--- config.mk ---
export PLATFORM = sky130hd
export DESIGN_NAME = epi_top
export DESIGN_NICKNAME = d
export VERILOG_FILES = /design/src/verilog/epi_pkg.sv /design/src/verilog/epi_ext_detect.sv /design/src/verilog/epi_sync.sv /design/src/verilog/epi_top.sv
export SDC_FILE = /design/constraint.sdc
export NUM_CORES = 1
export LEC_CHECK = 0
export ABC_AREA = 1
export BUFFER_PORTS_ARGS = -buffer_cell sky130_fd_sc_hd__buf_2
export CAP_MARGIN = 20
export CELL_PAD_IN_SITES_DETAIL_PLACEMENT = 0
export CELL_PAD_IN_SITES_GLOBAL_PLACEMENT = 1
export CORE_MARGIN = 1.5
export CORE_UTILIZATION = 40
export CTS_BUF_LIST = sky130_fd_sc_hd__clkbuf_16
export DETAILED_ROUTE_END_ITERATION = 8
export PLACE_DENSITY_LB_ADDON = 0.05
export RECOVER_POWER = 25
export REMOVE_ABC_BUFFERS = 1
export SETUP_SLACK_MARGIN = 0.4
export SYNTH_ARGS = -nofsm -noshare
export SYNTH_HDL_FRONTEND = slang
export SYNTH_SLANG_ARGS = --single-unit
--- constraint.sdc ---
create_clock -name clock -period 4.7 [get_ports clock]
set_input_delay 0.94 -clock clock [delete_from_list [all_inputs] [get_ports clock]]
set_output_delay 0.94 -clock clock [all_outputs]
set_load 0.1 [all_outputs]
--- src/verilog/epi_pkg.sv ---
// package with register map, field layout and shared types of the pin interrupt block
package epi_pkg;
    // data-space offsets of the registers
    localparam logic [7:0] EPI_OFS_CHG_FLAGS = 8'h3B;
    localparam logic [7:0] EPI_OFS_EXT_FLAGS = 8'h3C;
    localparam logic [7:0] EPI_OFS_EXT_MASK  = 8'h3D;
    localparam logic [7:0] EPI_OFS_GRP_EN    = 8'h68;
    localparam logic [7:0] EPI_OFS_EXT_SENSE = 8'h69;
    localparam logic [7:0] EPI_OFS_MASK0     = 8'h6B;
    localparam logic [7:0] EPI_OFS_MASK1     = 8'h6C;
    localparam logic [7:0] EPI_OFS_MASK2     = 8'h6D;
    // offset between data space and i/o space
    localparam logic [7:0] EPI_IO_SPACE_BASE = 8'h20;
    // reset value of every register
    localparam logic [7:0] EPI_RESET_VAL     = 8'h00;
    // implemented bits of the group-1 mask
    localparam logic [7:0] EPI_MASK1_BITS    = 8'h7F;
    // field positions
    localparam int EPI_SENSE0_LSB = 0;
    localparam int EPI_SENSE1_LSB = 2;
    localparam int EPI_NUM_EXT    = 2;
    localparam int EPI_NUM_GRP    = 3;
    localparam int EPI_NUM_PINS   = 24;
    // sense field codes
    localparam logic [1:0] EPI_SENSE_LOW  = 2'h0;
    localparam logic [1:0] EPI_SENSE_ANY  = 2'h1;
    localparam logic [1:0] EPI_SENSE_FALL = 2'h2;
    localparam logic [1:0] EPI_SENSE_RISE = 2'h3;

    // one register access from the core
    typedef struct packed {
        logic       wrEn;
        logic       rdEn;
        logic [7:0] addr;
        logic [7:0] wrData;
    } epi_reg_req_t;

    // interrupt entry acknowledge from the core
    typedef struct packed {
        logic [EPI_NUM_EXT-1:0] extAck;
        logic [EPI_NUM_GRP-1:0] grpAck;
    } epi_ack_t;
endpackage

--- src/verilog/epi_ext_detect.sv ---
// sense decoder of one external line: level, any change, falling or rising
`timescale 1ns/1ps
module epi_ext_detect
    import epi_pkg::*;
(
    // synchronised line and its previous sample
    input  wire logic       lineNow,
    input  wire logic       linePrev,
    // sense field
    input  wire logic [1:0] sense,
    // decoded results
    output logic            edgeHit,
    output logic            levelLow,
    output logic            isLevel
);
    // decode the two-bit sense field
    always_comb begin
        edgeHit  = 1'b0;
        levelLow = 1'b0;
        isLevel  = 1'b0;
        case (sense)
            EPI_SENSE_LOW: begin
                isLevel  = 1'b1;
                levelLow = ~lineNow;
            end
            EPI_SENSE_ANY:  edgeHit = lineNow ^ linePrev;
            EPI_SENSE_FALL: edgeHit = linePrev & ~lineNow;
            EPI_SENSE_RISE: edgeHit = lineNow & ~linePrev;
            default:        edgeHit = 1'b0;
        endcase
    end
endmodule

--- src/verilog/epi_sync.sv ---
// two flip-flop synchroniser with previous-value stage for change detection
`timescale 1ns/1ps
module epi_sync
    import epi_pkg::*;
#(
    parameter int W = 1
) (
    // clock and reset
    input  wire logic         clock,
    input  wire logic         rst,
    // raw input and synchronised views
    input  wire logic [W-1:0] rawIn,
    output logic      [W-1:0] syncOut,
    output logic      [W-1:0] prevOut
);
    logic [W-1:0] meta_q;

    // first stage read only by the second stage
    always_ff @(posedge clock) begin
        if (rst) begin
            meta_q  <= '0;
            syncOut <= '0;
            prevOut <= '0;
        end else begin
            meta_q  <= rawIn;
            syncOut <= meta_q;
            prevOut <= syncOut;
        end
    end
endmodule

--- src/verilog/epi_top.sv ---
// external line and pin-change interrupt controller
`timescale 1ns/1ps
module epi_top
    import epi_pkg::*;
(
    // clock and reset
    input  wire logic                    clock,
    input  wire logic                    rst,
    // register access from the core
    input  wire epi_reg_req_t            regReq,
    input  wire logic                    ioSpace,
    output logic [7:0]                   rdData,
    // core global interrupt bit and vector entry
    input  wire logic                    globalIntEn,
    input  wire epi_ack_t                intAck,
    // external pins
    input  wire logic [EPI_NUM_EXT-1:0]  extLinePins,
    input  wire logic [EPI_NUM_PINS-1:0] pinChangeLine,
    // requests to the core
    output logic [EPI_NUM_EXT-1:0]       extReq,
    output logic [EPI_NUM_GRP-1:0]       grpReq,
    output logic                         lowLevelWake
);
    logic [7:0] extMask_q, extSense_q, extFlags_q, grpEn_q, grpFlags_q;
    logic [7:0] mask0_q, mask1_q, mask2_q;
    logic [EPI_NUM_EXT-1:0]  extFlags_d, extNow, extPrev, extEdge, extLow, extLevel;
    logic [EPI_NUM_PINS-1:0] pinNow, pinPrev, pinMask;
    logic [EPI_NUM_GRP-1:0]  grpFlags_d, grpHit;
    logic [7:0] effAddr;
    logic       wrExtFlags, wrGrpFlags;
    logic [2:0] warm_q;
    logic       primed;
    logic [EPI_NUM_EXT-1:0]  extEdgeOk, extLowOk;

    // i/o-space accesses are shifted up into data space
    assign effAddr = ioSpace ? regReq.addr + EPI_IO_SPACE_BASE : regReq.addr;
    assign wrExtFlags = regReq.wrEn && effAddr == EPI_OFS_EXT_FLAGS;
    assign wrGrpFlags = regReq.wrEn && effAddr == EPI_OFS_CHG_FLAGS;

    // pins read regardless of their direction
    epi_sync #(.W(EPI_NUM_EXT)) uExtSync (
        .clock  (clock),
        .rst    (rst),
        .rawIn  (extLinePins),
        .syncOut(extNow),
        .prevOut(extPrev)
    );

    epi_sync #(.W(EPI_NUM_PINS)) uPinSync (
        .clock  (clock),
        .rst    (rst),
        .rawIn  (pinChangeLine),
        .syncOut(pinNow),
        .prevOut(pinPrev)
    );

    // reset zeros in the synchroniser look like a change on lines that idle
    // high, so detection waits until the sample and its predecessor are real
    always_ff @(posedge clock) begin
        if (rst) begin
            warm_q <= 3'h0;
        end else begin
            warm_q <= {warm_q[1:0], 1'b1};
        end
    end
    assign primed = warm_q[2];

    // edge and level results only count once the pipeline is primed
    assign extEdgeOk = extEdge & {EPI_NUM_EXT{primed}};
    assign extLowOk  = extLow & {EPI_NUM_EXT{primed}};

    // per-line sense decoders
    genvar gi;
    generate
        for (gi = 0; gi < EPI_NUM_EXT; gi++) begin : gExt
            epi_ext_detect uDet (
                .lineNow (extNow[gi]),
                .linePrev(extPrev[gi]),
                .sense   (extSense_q[2*gi+1:2*gi]),
                .edgeHit (extEdge[gi]),
                .levelLow(extLow[gi]),
                .isLevel (extLevel[gi])
            );
        end
    endgenerate

    // line masks: group1 bit 15 has no mask
    assign pinMask = {mask2_q, 1'b0, mask1_q[6:0], mask0_q};

    // any enabled masked line changing hits its group
    always_comb begin
        grpHit[0] = primed & grpEn_q[0] &
                    |((pinNow[7:0] ^ pinPrev[7:0]) & pinMask[7:0]);
        grpHit[1] = primed & grpEn_q[1] &
                    |((pinNow[15:8] ^ pinPrev[15:8]) & pinMask[15:8]);
        grpHit[2] = primed & grpEn_q[2] &
                    |((pinNow[23:16] ^ pinPrev[23:16]) & pinMask[23:16]);
    end

    // external flag next values
    always_comb begin
        for (int i = 0; i < EPI_NUM_EXT; i++) begin
            extFlags_d[i] = extFlags_q[i];
            if (intAck.extAck[i])
                extFlags_d[i] = 1'b0;
            if (wrExtFlags && regReq.wrData[i])
                extFlags_d[i] = 1'b0;
            if (extEdgeOk[i])
                extFlags_d[i] = 1'b1;
            if (extLevel[i])
                extFlags_d[i] = 1'b0;
        end
    end

    // group flag next values
    always_comb begin
        for (int i = 0; i < EPI_NUM_GRP; i++) begin
            grpFlags_d[i] = grpFlags_q[i];
            if (intAck.grpAck[i])
                grpFlags_d[i] = 1'b0;
            if (wrGrpFlags && regReq.wrData[i])
                grpFlags_d[i] = 1'b0;
            if (grpHit[i])
                grpFlags_d[i] = 1'b1;
        end
    end

    // flag registers
    always_ff @(posedge clock) begin
        if (rst) begin
            extFlags_q <= EPI_RESET_VAL;
            grpFlags_q <= EPI_RESET_VAL;
        end else begin
            extFlags_q <= {6'h00, extFlags_d};
            grpFlags_q <= {5'h00, grpFlags_d};
        end
    end

    // control and mask registers
    always_ff @(posedge clock) begin
        if (rst) begin
            extMask_q  <= EPI_RESET_VAL;
            extSense_q <= EPI_RESET_VAL;
            grpEn_q    <= EPI_RESET_VAL;
            mask0_q    <= EPI_RESET_VAL;
            mask1_q    <= EPI_RESET_VAL;
            mask2_q    <= EPI_RESET_VAL;
        end else if (regReq.wrEn) begin
            case (effAddr)
                EPI_OFS_EXT_MASK:  extMask_q  <= {6'h00, regReq.wrData[1:0]};
                EPI_OFS_EXT_SENSE: extSense_q <= {4'h0, regReq.wrData[3:0]};
                EPI_OFS_GRP_EN:    grpEn_q    <= {5'h00, regReq.wrData[2:0]};
                EPI_OFS_MASK0:     mask0_q    <= regReq.wrData;
                EPI_OFS_MASK1:     mask1_q    <= regReq.wrData & EPI_MASK1_BITS;
                EPI_OFS_MASK2:     mask2_q    <= regReq.wrData;
                default:           extMask_q  <= extMask_q;
            endcase
        end
    end

    // register read port, one cycle after the read strobe
    always_ff @(posedge clock) begin
        if (rst) begin
            rdData <= EPI_RESET_VAL;
        end else if (regReq.rdEn) begin
            case (effAddr)
                EPI_OFS_CHG_FLAGS: rdData <= grpFlags_q;
                EPI_OFS_EXT_FLAGS: rdData <= extFlags_q;
                EPI_OFS_EXT_MASK:  rdData <= extMask_q;
                EPI_OFS_GRP_EN:    rdData <= grpEn_q;
                EPI_OFS_EXT_SENSE: rdData <= extSense_q;
                EPI_OFS_MASK0:     rdData <= mask0_q;
                EPI_OFS_MASK1:     rdData <= mask1_q;
                EPI_OFS_MASK2:     rdData <= mask2_q;
                default:           rdData <= 8'h00;
            endcase
        end
    end

    // vector requests to the core; level lines request while low
    always_ff @(posedge clock) begin
        if (rst) begin
            extReq       <= '0;
            grpReq       <= '0;
            lowLevelWake <= 1'b0;
        end else begin
            for (int i = 0; i < EPI_NUM_EXT; i++) begin
                extReq[i] <= globalIntEn & extMask_q[i] &
                             (extFlags_q[i] | extLowOk[i]);
            end
            grpReq       <= {3{globalIntEn}} & grpEn_q[2:0] & grpFlags_q[2:0];
            lowLevelWake <= |(extMask_q[1:0] & extLowOk);
        end
    end

    // checks: flag clearing by a write of one and by vector entry, flag kept on a write of zero
    a_flag_w1c: assert property (@(posedge clock) disable iff (rst)
        wrExtFlags && regReq.wrData[0] && !extEdgeOk[0] |=> !extFlags_q[0])
        else $error("line 0 flag survived a write of one");
    a_ext1_w1c: assert property (@(posedge clock) disable iff (rst)
        wrExtFlags && regReq.wrData[1] && !extEdgeOk[1] |=> !extFlags_q[1])
        else $error("line 1 flag survived a write of one");
    a_zero_keeps: assert property (@(posedge clock) disable iff (rst)
        wrExtFlags && !regReq.wrData[0] && !intAck.extAck[0] && !extLevel[0] &&
        extFlags_q[0] |=> extFlags_q[0])
        else $error("line 0 flag lost on a write of zero");
    a_grp_w1c: assert property (@(posedge clock) disable iff (rst)
        wrGrpFlags && regReq.wrData[2] && !grpHit[2] |=> !grpFlags_q[2])
        else $error("group 2 flag survived a write of one");
    a_ext_entry: assert property (@(posedge clock) disable iff (rst)
        intAck.extAck[0] && !extEdgeOk[0] |=> !extFlags_q[0])
        else $error("line 0 flag kept after entry");
    a_ext1_entry: assert property (@(posedge clock) disable iff (rst)
        intAck.extAck[1] && !extEdgeOk[1] |=> !extFlags_q[1])
        else $error("line 1 flag kept after entry");
    a_ack_clear: assert property (@(posedge clock) disable iff (rst)
        intAck.grpAck[1] && !grpHit[1] |=> !grpFlags_q[1])
        else $error("group 1 flag kept after entry");

    // checks: flags set by edges and changes, cleared in level mode
    a_set_wins: assert property (@(posedge clock) disable iff (rst)
        extEdgeOk[0] && !extLevel[0] |=> extFlags_q[0])
        else $error("line 0 edge lost");
    a_ext1_set: assert property (@(posedge clock) disable iff (rst)
        extEdgeOk[1] |=> extFlags_q[1])
        else $error("line 1 edge lost");
    a_level_clear: assert property (@(posedge clock) disable iff (rst)
        extLevel[1] |=> !extFlags_q[1])
        else $error("line 1 flag set in level mode");
    a_pin_flag: assert property (@(posedge clock) disable iff (rst)
        primed && grpEn_q[0] && mask0_q[3] && $changed(pinNow[3]) |=> grpFlags_q[0])
        else $error("group 0 change missed");
    a_grp2_line: assert property (@(posedge clock) disable iff (rst)
        primed && grpEn_q[2] && mask2_q[4] && $changed(pinNow[20]) |=> grpFlags_q[2])
        else $error("group 2 change missed");
    a_grp_set: assert property (@(posedge clock) disable iff (rst)
        grpHit[1] |=> grpFlags_q[1])
        else $error("group 1 change lost");
    a_unused_line: assert property (@(posedge clock) disable iff (rst)
        $changed(pinNow[15]) && $stable(pinNow[14:8]) |-> !grpHit[1])
        else $error("group 1 hit by the unused line");

    // checks: requests to the core
    a_ext_gate: assert property (@(posedge clock) disable iff (rst)
        extReq[0] |-> $past(globalIntEn) && $past(extMask_q[0]))
        else $error("line 0 request without enables");
    a_ext1_gate: assert property (@(posedge clock) disable iff (rst)
        extReq[1] |-> $past(globalIntEn) && $past(extMask_q[1]))
        else $error("line 1 request without enables");
    a_ext_req: assert property (@(posedge clock) disable iff (rst)
        globalIntEn && extMask_q[1] && extFlags_q[1] |=> extReq[1])
        else $error("line 1 request missing");
    a_level_req: assert property (@(posedge clock) disable iff (rst)
        globalIntEn && extMask_q[0] && extLevel[0] && !extNow[0] && primed |=> extReq[0])
        else $error("line 0 low level not requested");
    a_wake_src: assert property (@(posedge clock) disable iff (rst)
        lowLevelWake |-> $past(extLevel[0]) || $past(extLevel[1]))
        else $error("wake without a level-sensed line");
    a_grp_req: assert property (@(posedge clock) disable iff (rst)
        globalIntEn && grpEn_q[2] && grpFlags_q[2] |=> grpReq[2])
        else $error("group 2 request missing");
    a_grp_src: assert property (@(posedge clock) disable iff (rst)
        grpReq[1] |-> $past(grpFlags_q[1]) && $past(grpEn_q[1]))
        else $error("group 1 request without flag and enable");
    a_grp_gate: assert property (@(posedge clock) disable iff (rst)
        !globalIntEn |=> grpReq == 3'h0)
        else $error("group request without the global bit");

    // checks: register contents
    a_mask1_top: assert property (@(posedge clock) disable iff (rst)
        !mask1_q[7])
        else $error("group 1 mask bit 7 set");
    a_rst_zero: assert property (@(posedge clock) disable iff (rst)
        $fell(rst) |-> extFlags_q == EPI_RESET_VAL && grpFlags_q == EPI_RESET_VAL &&
        extMask_q == EPI_RESET_VAL && grpEn_q == EPI_RESET_VAL)
        else $error("register not zero after reset");

    // main scenarios
    c_ext_edge: cover property (@(posedge clock) disable iff (rst) extReq[0]);
    c_grp_req:  cover property (@(posedge clock) disable iff (rst) grpReq[1]);
    c_set_clr:  cover property (@(posedge clock) disable iff (rst) grpHit[0] && wrGrpFlags);
    c_level:    cover property (@(posedge clock) disable iff (rst) lowLevelWake);
    c_entry:    cover property (@(posedge clock) disable iff (rst) intAck.extAck[0]);
endmodule
==> run_summary.xml <==
<?xml version="1.0" encoding="UTF-8"?>
<metrics>
  <group name="placement">
    <metric name="place_hpwl" unit="µm">7810</metric>
    <metric name="numPlacedInstances" unit="">874</metric>
    <metric name="dp_slack" unit="ns">1.80</metric>
    <metric name="portBuffers" unit="">65</metric>
    <metric name="placement.cell_area" unit="µm²">5450</metric>
    <metric name="gp_congestion" unit="">0.781</metric>
  </group>
  <group name="setup_path">
    <metric name="required" unit="ns">4.98</metric>
    <metric name="critPathKind" unit="">in -&gt; reg</metric>
    <metric name="worst_path_largest_cell_delay" unit="ns">1.18</metric>
    <metric name="crit_start" unit="">rst</metric>
    <metric name="worst_r2r_startpoint" unit="">uPinSync.prevOut[0]</metric>
    <metric name="worst_setup_path_start_kind" unit="">input pin</metric>
    <metric name="critPathSlowestCell" unit="">clkbuf_1</metric>
    <metric name="worst_setup_path_end_kind" unit="">register</metric>
    <metric name="crit_fanout" unit="">38</metric>
    <metric name="worst_ep_arrival_time" unit="ns">3.37</metric>
    <metric name="cp_cell_sequence" unit="">clkbuf_1 -&gt; inv_1 -&gt; nand2_1 -&gt; nor3_1</metric>
  </group>
  <group name="yosys">
    <metric name="ys_seq_elements" unit="">129</metric>
    <metric name="syn_avg_cell_area" unit="µm²">7.55</metric>
    <metric name="synth_area" unit="µm²">5000</metric>
    <metric name="yosys_warnings" unit="">0</metric>
    <metric name="synth_sequential_area_ratio" unit="%">51.6</metric>
    <metric name="yosysUniqueCellTypes" unit="">33</metric>
    <metric name="synth_cells" unit="">662</metric>
  </group>
  <group name="clocking">
    <metric name="holdBufCountCts" unit="">0</metric>
    <metric name="cts.htree.levels" unit="">4</metric>
    <metric name="cts_sinks" unit="">129</metric>
    <metric name="cts.reportedPaths.clkPinSlew" unit="ns">0.05</metric>
    <metric name="cts-resized-gates" unit="">0</metric>
    <metric name="clock-root-buffer" unit="">clkbuf_16</metric>
    <metric name="tritoncts_clock_tree" unit="">yes</metric>
    <metric name="postCtsSetupRepairBufs" unit="">0</metric>
    <metric name="clk_latency" unit="ns">0.41</metric>
    <metric name="clock_path_buffers" unit="">2</metric>
    <metric name="numCtsBuffers" unit="">17</metric>
  </group>
  <group name="timing">
    <metric name="tightestPinTransition" unit="ns">1.68</metric>
    <metric name="final.hold.worst_slack" unit="ns">0.396</metric>
    <metric name="max_slew_margin" unit="%">-11.7</metric>
    <metric name="fin_crit" unit="ns">3.09</metric>
    <metric name="post-route-worst-setup-slack" unit="ns">1.61</metric>
    <metric name="setup_violations" unit="">0</metric>
    <metric name="hold_viol_final" unit="">0</metric>
    <metric name="clock.fmax" unit="MHz">324</metric>
    <metric name="timing.final.crit_share" unit="%">65.7</metric>
    <metric name="rsz0062_at_grt" unit="">no</metric>
    <metric name="final_max_slew_viol_count" unit="">39</metric>
    <metric name="setup-tns-final" unit="ns">0</metric>
    <metric name="worst_clock_skew" unit="ns">0.00960</metric>
  </group>
  <group name="final_layout">
    <metric name="final_cell_area" unit="µm²">5950</metric>
    <metric name="finish.net_count" unit="">783</metric>
    <metric name="post-route-util" unit="%">49.1</metric>
    <metric name="antennaDiodeCount" unit="">0</metric>
    <metric name="post_layout_nonfiller_instances" unit="">904</metric>
    <metric name="syn2layout_area_growth" unit="%">19.0</metric>
    <metric name="layout-drive-gt1-share" unit="%">14.9</metric>
  </group>
  <group name="min_path">
    <metric name="hold_path_startpoint" unit="">uExtSync.meta_q[0]</metric>
    <metric name="worst_min_path_class" unit="">reg -&gt; reg</metric>
  </group>
  <group name="detailed_routing">
    <metric name="drt-vias-per-instance" unit="">4.59</metric>
    <metric name="wl_per_cell" unit="µm">12.5</metric>
    <metric name="total_drc_errors_in_the_routed_layout" unit="">0</metric>
    <metric name="drt-pass1-iter-count" unit="">4</metric>
    <metric name="via_count" unit="">4151</metric>
    <metric name="detail-route-antenna-nets" unit="">0</metric>
    <metric name="postRouteWirelength" unit="µm">11300</metric>
    <metric name="dr.first_iter.drc_count" unit="">217</metric>
  </group>
  <group name="global_route">
    <metric name="global_route.usage.total" unit="%">18.7</metric>
    <metric name="grt_first_pass_wirelength" unit="µm">18600</metric>
    <metric name="grt_max_degree" unit="">76</metric>
    <metric name="grt_antenna_before_repair" unit="">0</metric>
    <metric name="grt.overflow.total" unit="">0</metric>
    <metric name="first_global_vias" unit="">4007</metric>
  </group>
  <group name="job">
    <metric name="max_cap_viols" unit="">1</metric>
  </group>
  <group name="power">
    <metric name="power_switching_share" unit="%">22.0</metric>
    <metric name="post-layout-total-power" unit="mW">2.38</metric>
    <metric name="power_frac_seq" unit="%">47.6</metric>
    <metric name="power_frac_clock" unit="%">47.8</metric>
    <metric name="power.ir.vdd_worst" unit="mV">0.203</metric>
    <metric name="net-switching-power" unit="mW">0.525</metric>
    <metric name="cellLeakagePower" unit="nW">2.56</metric>
    <metric name="pwr_density_cell" unit="nW/µm²">400</metric>
    <metric name="power.combinational.fraction" unit="%">4.5</metric>
    <metric name="internal-power" unit="mW">1.86</metric>
  </group>
  <group name="die">
    <metric name="horiz_die_dim" unit="µm">115</metric>
    <metric name="row_count" unit="">40</metric>
    <metric name="coreArea" unit="µm²">12100</metric>
    <metric name="io-pin-count" unit="">67</metric>
    <metric name="dieArea" unit="µm²">13200</metric>
    <metric name="floorplan.die.height" unit="µm">115</metric>
    <metric name="initial_core_utilization" unit="%">41.3</metric>
  </group>
  <group name="outcome">
    <metric name="status" unit="">finished, violations left</metric>
    <metric name="violations" unit="">max-capacitance violations, max-slew violations</metric>
  </group>
</metrics>
==> cells by family (layout without fill, tap and decap cells) <==
logic type / after synthesis / after routing / synth area share, %
buf+inv: 130 / 204 / 10.2
fa+ha+maj: 5 / 5 / 1.25
compound gates: 95 / 95 / 10.2
xor+xnor: 1 / 1 / 0.175
flops: 129 / 129 / 51.6
simple gates: 302 / 302 / 26.6
==> registers in the layout, summed over array words and instances, names as in the netlist <==
register / count
rdData: 8
grpReq: 3
mask1_q: 7
warm_q: 3
uExtSync.syncOut: 2
extSense_q: 4
mask0_q: 8
lowLevelWake: 1
extReq: 2
mask2_q: 8
uExtSync.prevOut: 2
extFlags_q: 2
uPinSync.meta_q: 23
grpFlags_q: 3
uPinSync.prevOut: 23
extMask_q: 2
grpEn_q: 3
uExtSync.meta_q: 2
uPinSync.syncOut: 23
==> per-layer routing <==
metal / GRT usage, % / part of all wire [%]
met5: 0 / 0
met4: 9.71 / 1.3
met1: 22.8 / 47
met3: 4.43 / 4.3
met2: 30.9 / 48
==> cell usage after synthesis <==
master	n	area, µm²
o21ai_0	26	130
o21ai_1	4	20.0
nor3b_4	1	18.8
nand3_1	55	275
nor3_4	1	16.3
nor2_4	2	22.5
o2111ai_1	1	8.76
a21oi_2	3	26.3
inv_2	3	11.3
nand4_1	3	18.8
a31oi_1	2	12.5
nor3_2	1	10.0
nand2_2	2	12.5
clkbuf_1	18	67.6
a211oi_1	2	15.0
dfxtp_1	129	2580
nor3b_2	2	25.0
nor3_1	12	60.1
nand3b_4	1	20.0
nor2_2	1	6.26
nor2_1	101	379
nand2_1	115	432
buf_4	3	22.5
nand3_2	1	10.0
a21o_1	3	22.5
inv_1	104	390
buf_6	1	11.3
o21bai_1	1	7.51
ha_1	5	62.6
xor2_1	1	8.76
a21oi_1	53	265
or2_2	4	25.0
buf_2	1	5.00
==> critical path, delay by kind of cell <==
kind          cells  cell delay [ns]
buf+inv           2             1.91
simple gates      2             0.51
==> path summary, 6_finish.rpt <==
| kind | endpoint | slack, ns | cells past startpoint |
|---|---|---|---|
| worst max-delay path | extReq[1] | 1.61 | 4 |
| worst min-delay path | uExtSync.syncOut[0] | 0.40 | 2 |
| worst max register to register | grpFlags_q[0] | 3.35 | 7 |
| worst min register to register | uExtSync.syncOut[0] | 0.40 | 2 |
==> power groups by stage <==
stage	registers [mW]	clock network (mW)	logic, mW
6_report	1.14	1.14	0.108
5_1_grt	1.14	1.21	0.124
4_1_cts	1.13	1.17	0.110
3_5_place_dp	1.16	0	0.110
3_3_place_gp	1.16	0	0.107
2_1_floorplan	1.15	0	0.0484
==> area by class of cell <==
cell class / instances / area (µm²)
Clock buffer: 17 / 425
Clock inverter: 13 / 82.6
Fill cell: 1254 / 6160
Inverter: 107 / 402
Multi-Input combinational cell: 403 / 1910
Sequential cell: 129 / 2580
Tap cell: 168 / 210
Timing Repair Buffer: 67 / 339
==> layout by cell type, fill, tap and decap left out, types with 2 or more instances in the layout <==
master     netlist  final
or2_2            4      4
clkinv_1         0      5
a211oi_1         2      2
o21ai_0         26     26
nand4_1          3      3
a31oi_1          2      2
buf_2            1     64
nor3_1          12     12
nor3b_2          2      2
clkbuf_16        0     17
o21ai_1          4      4
a21oi_1         53     53
inv_2            3      3
inv_1          104    107
nor2_1         101    101
nand2_1        115    115
buf_4            3      2
a21o_1           3      3
nand2_2          2      2
nand3_1         55     55
ha_1             5      5
a21oi_2          3      3
nor2_4           2      2
dfxtp_1        129    129
clkinv_2         0      3
(Power assumes the default switching activity.)
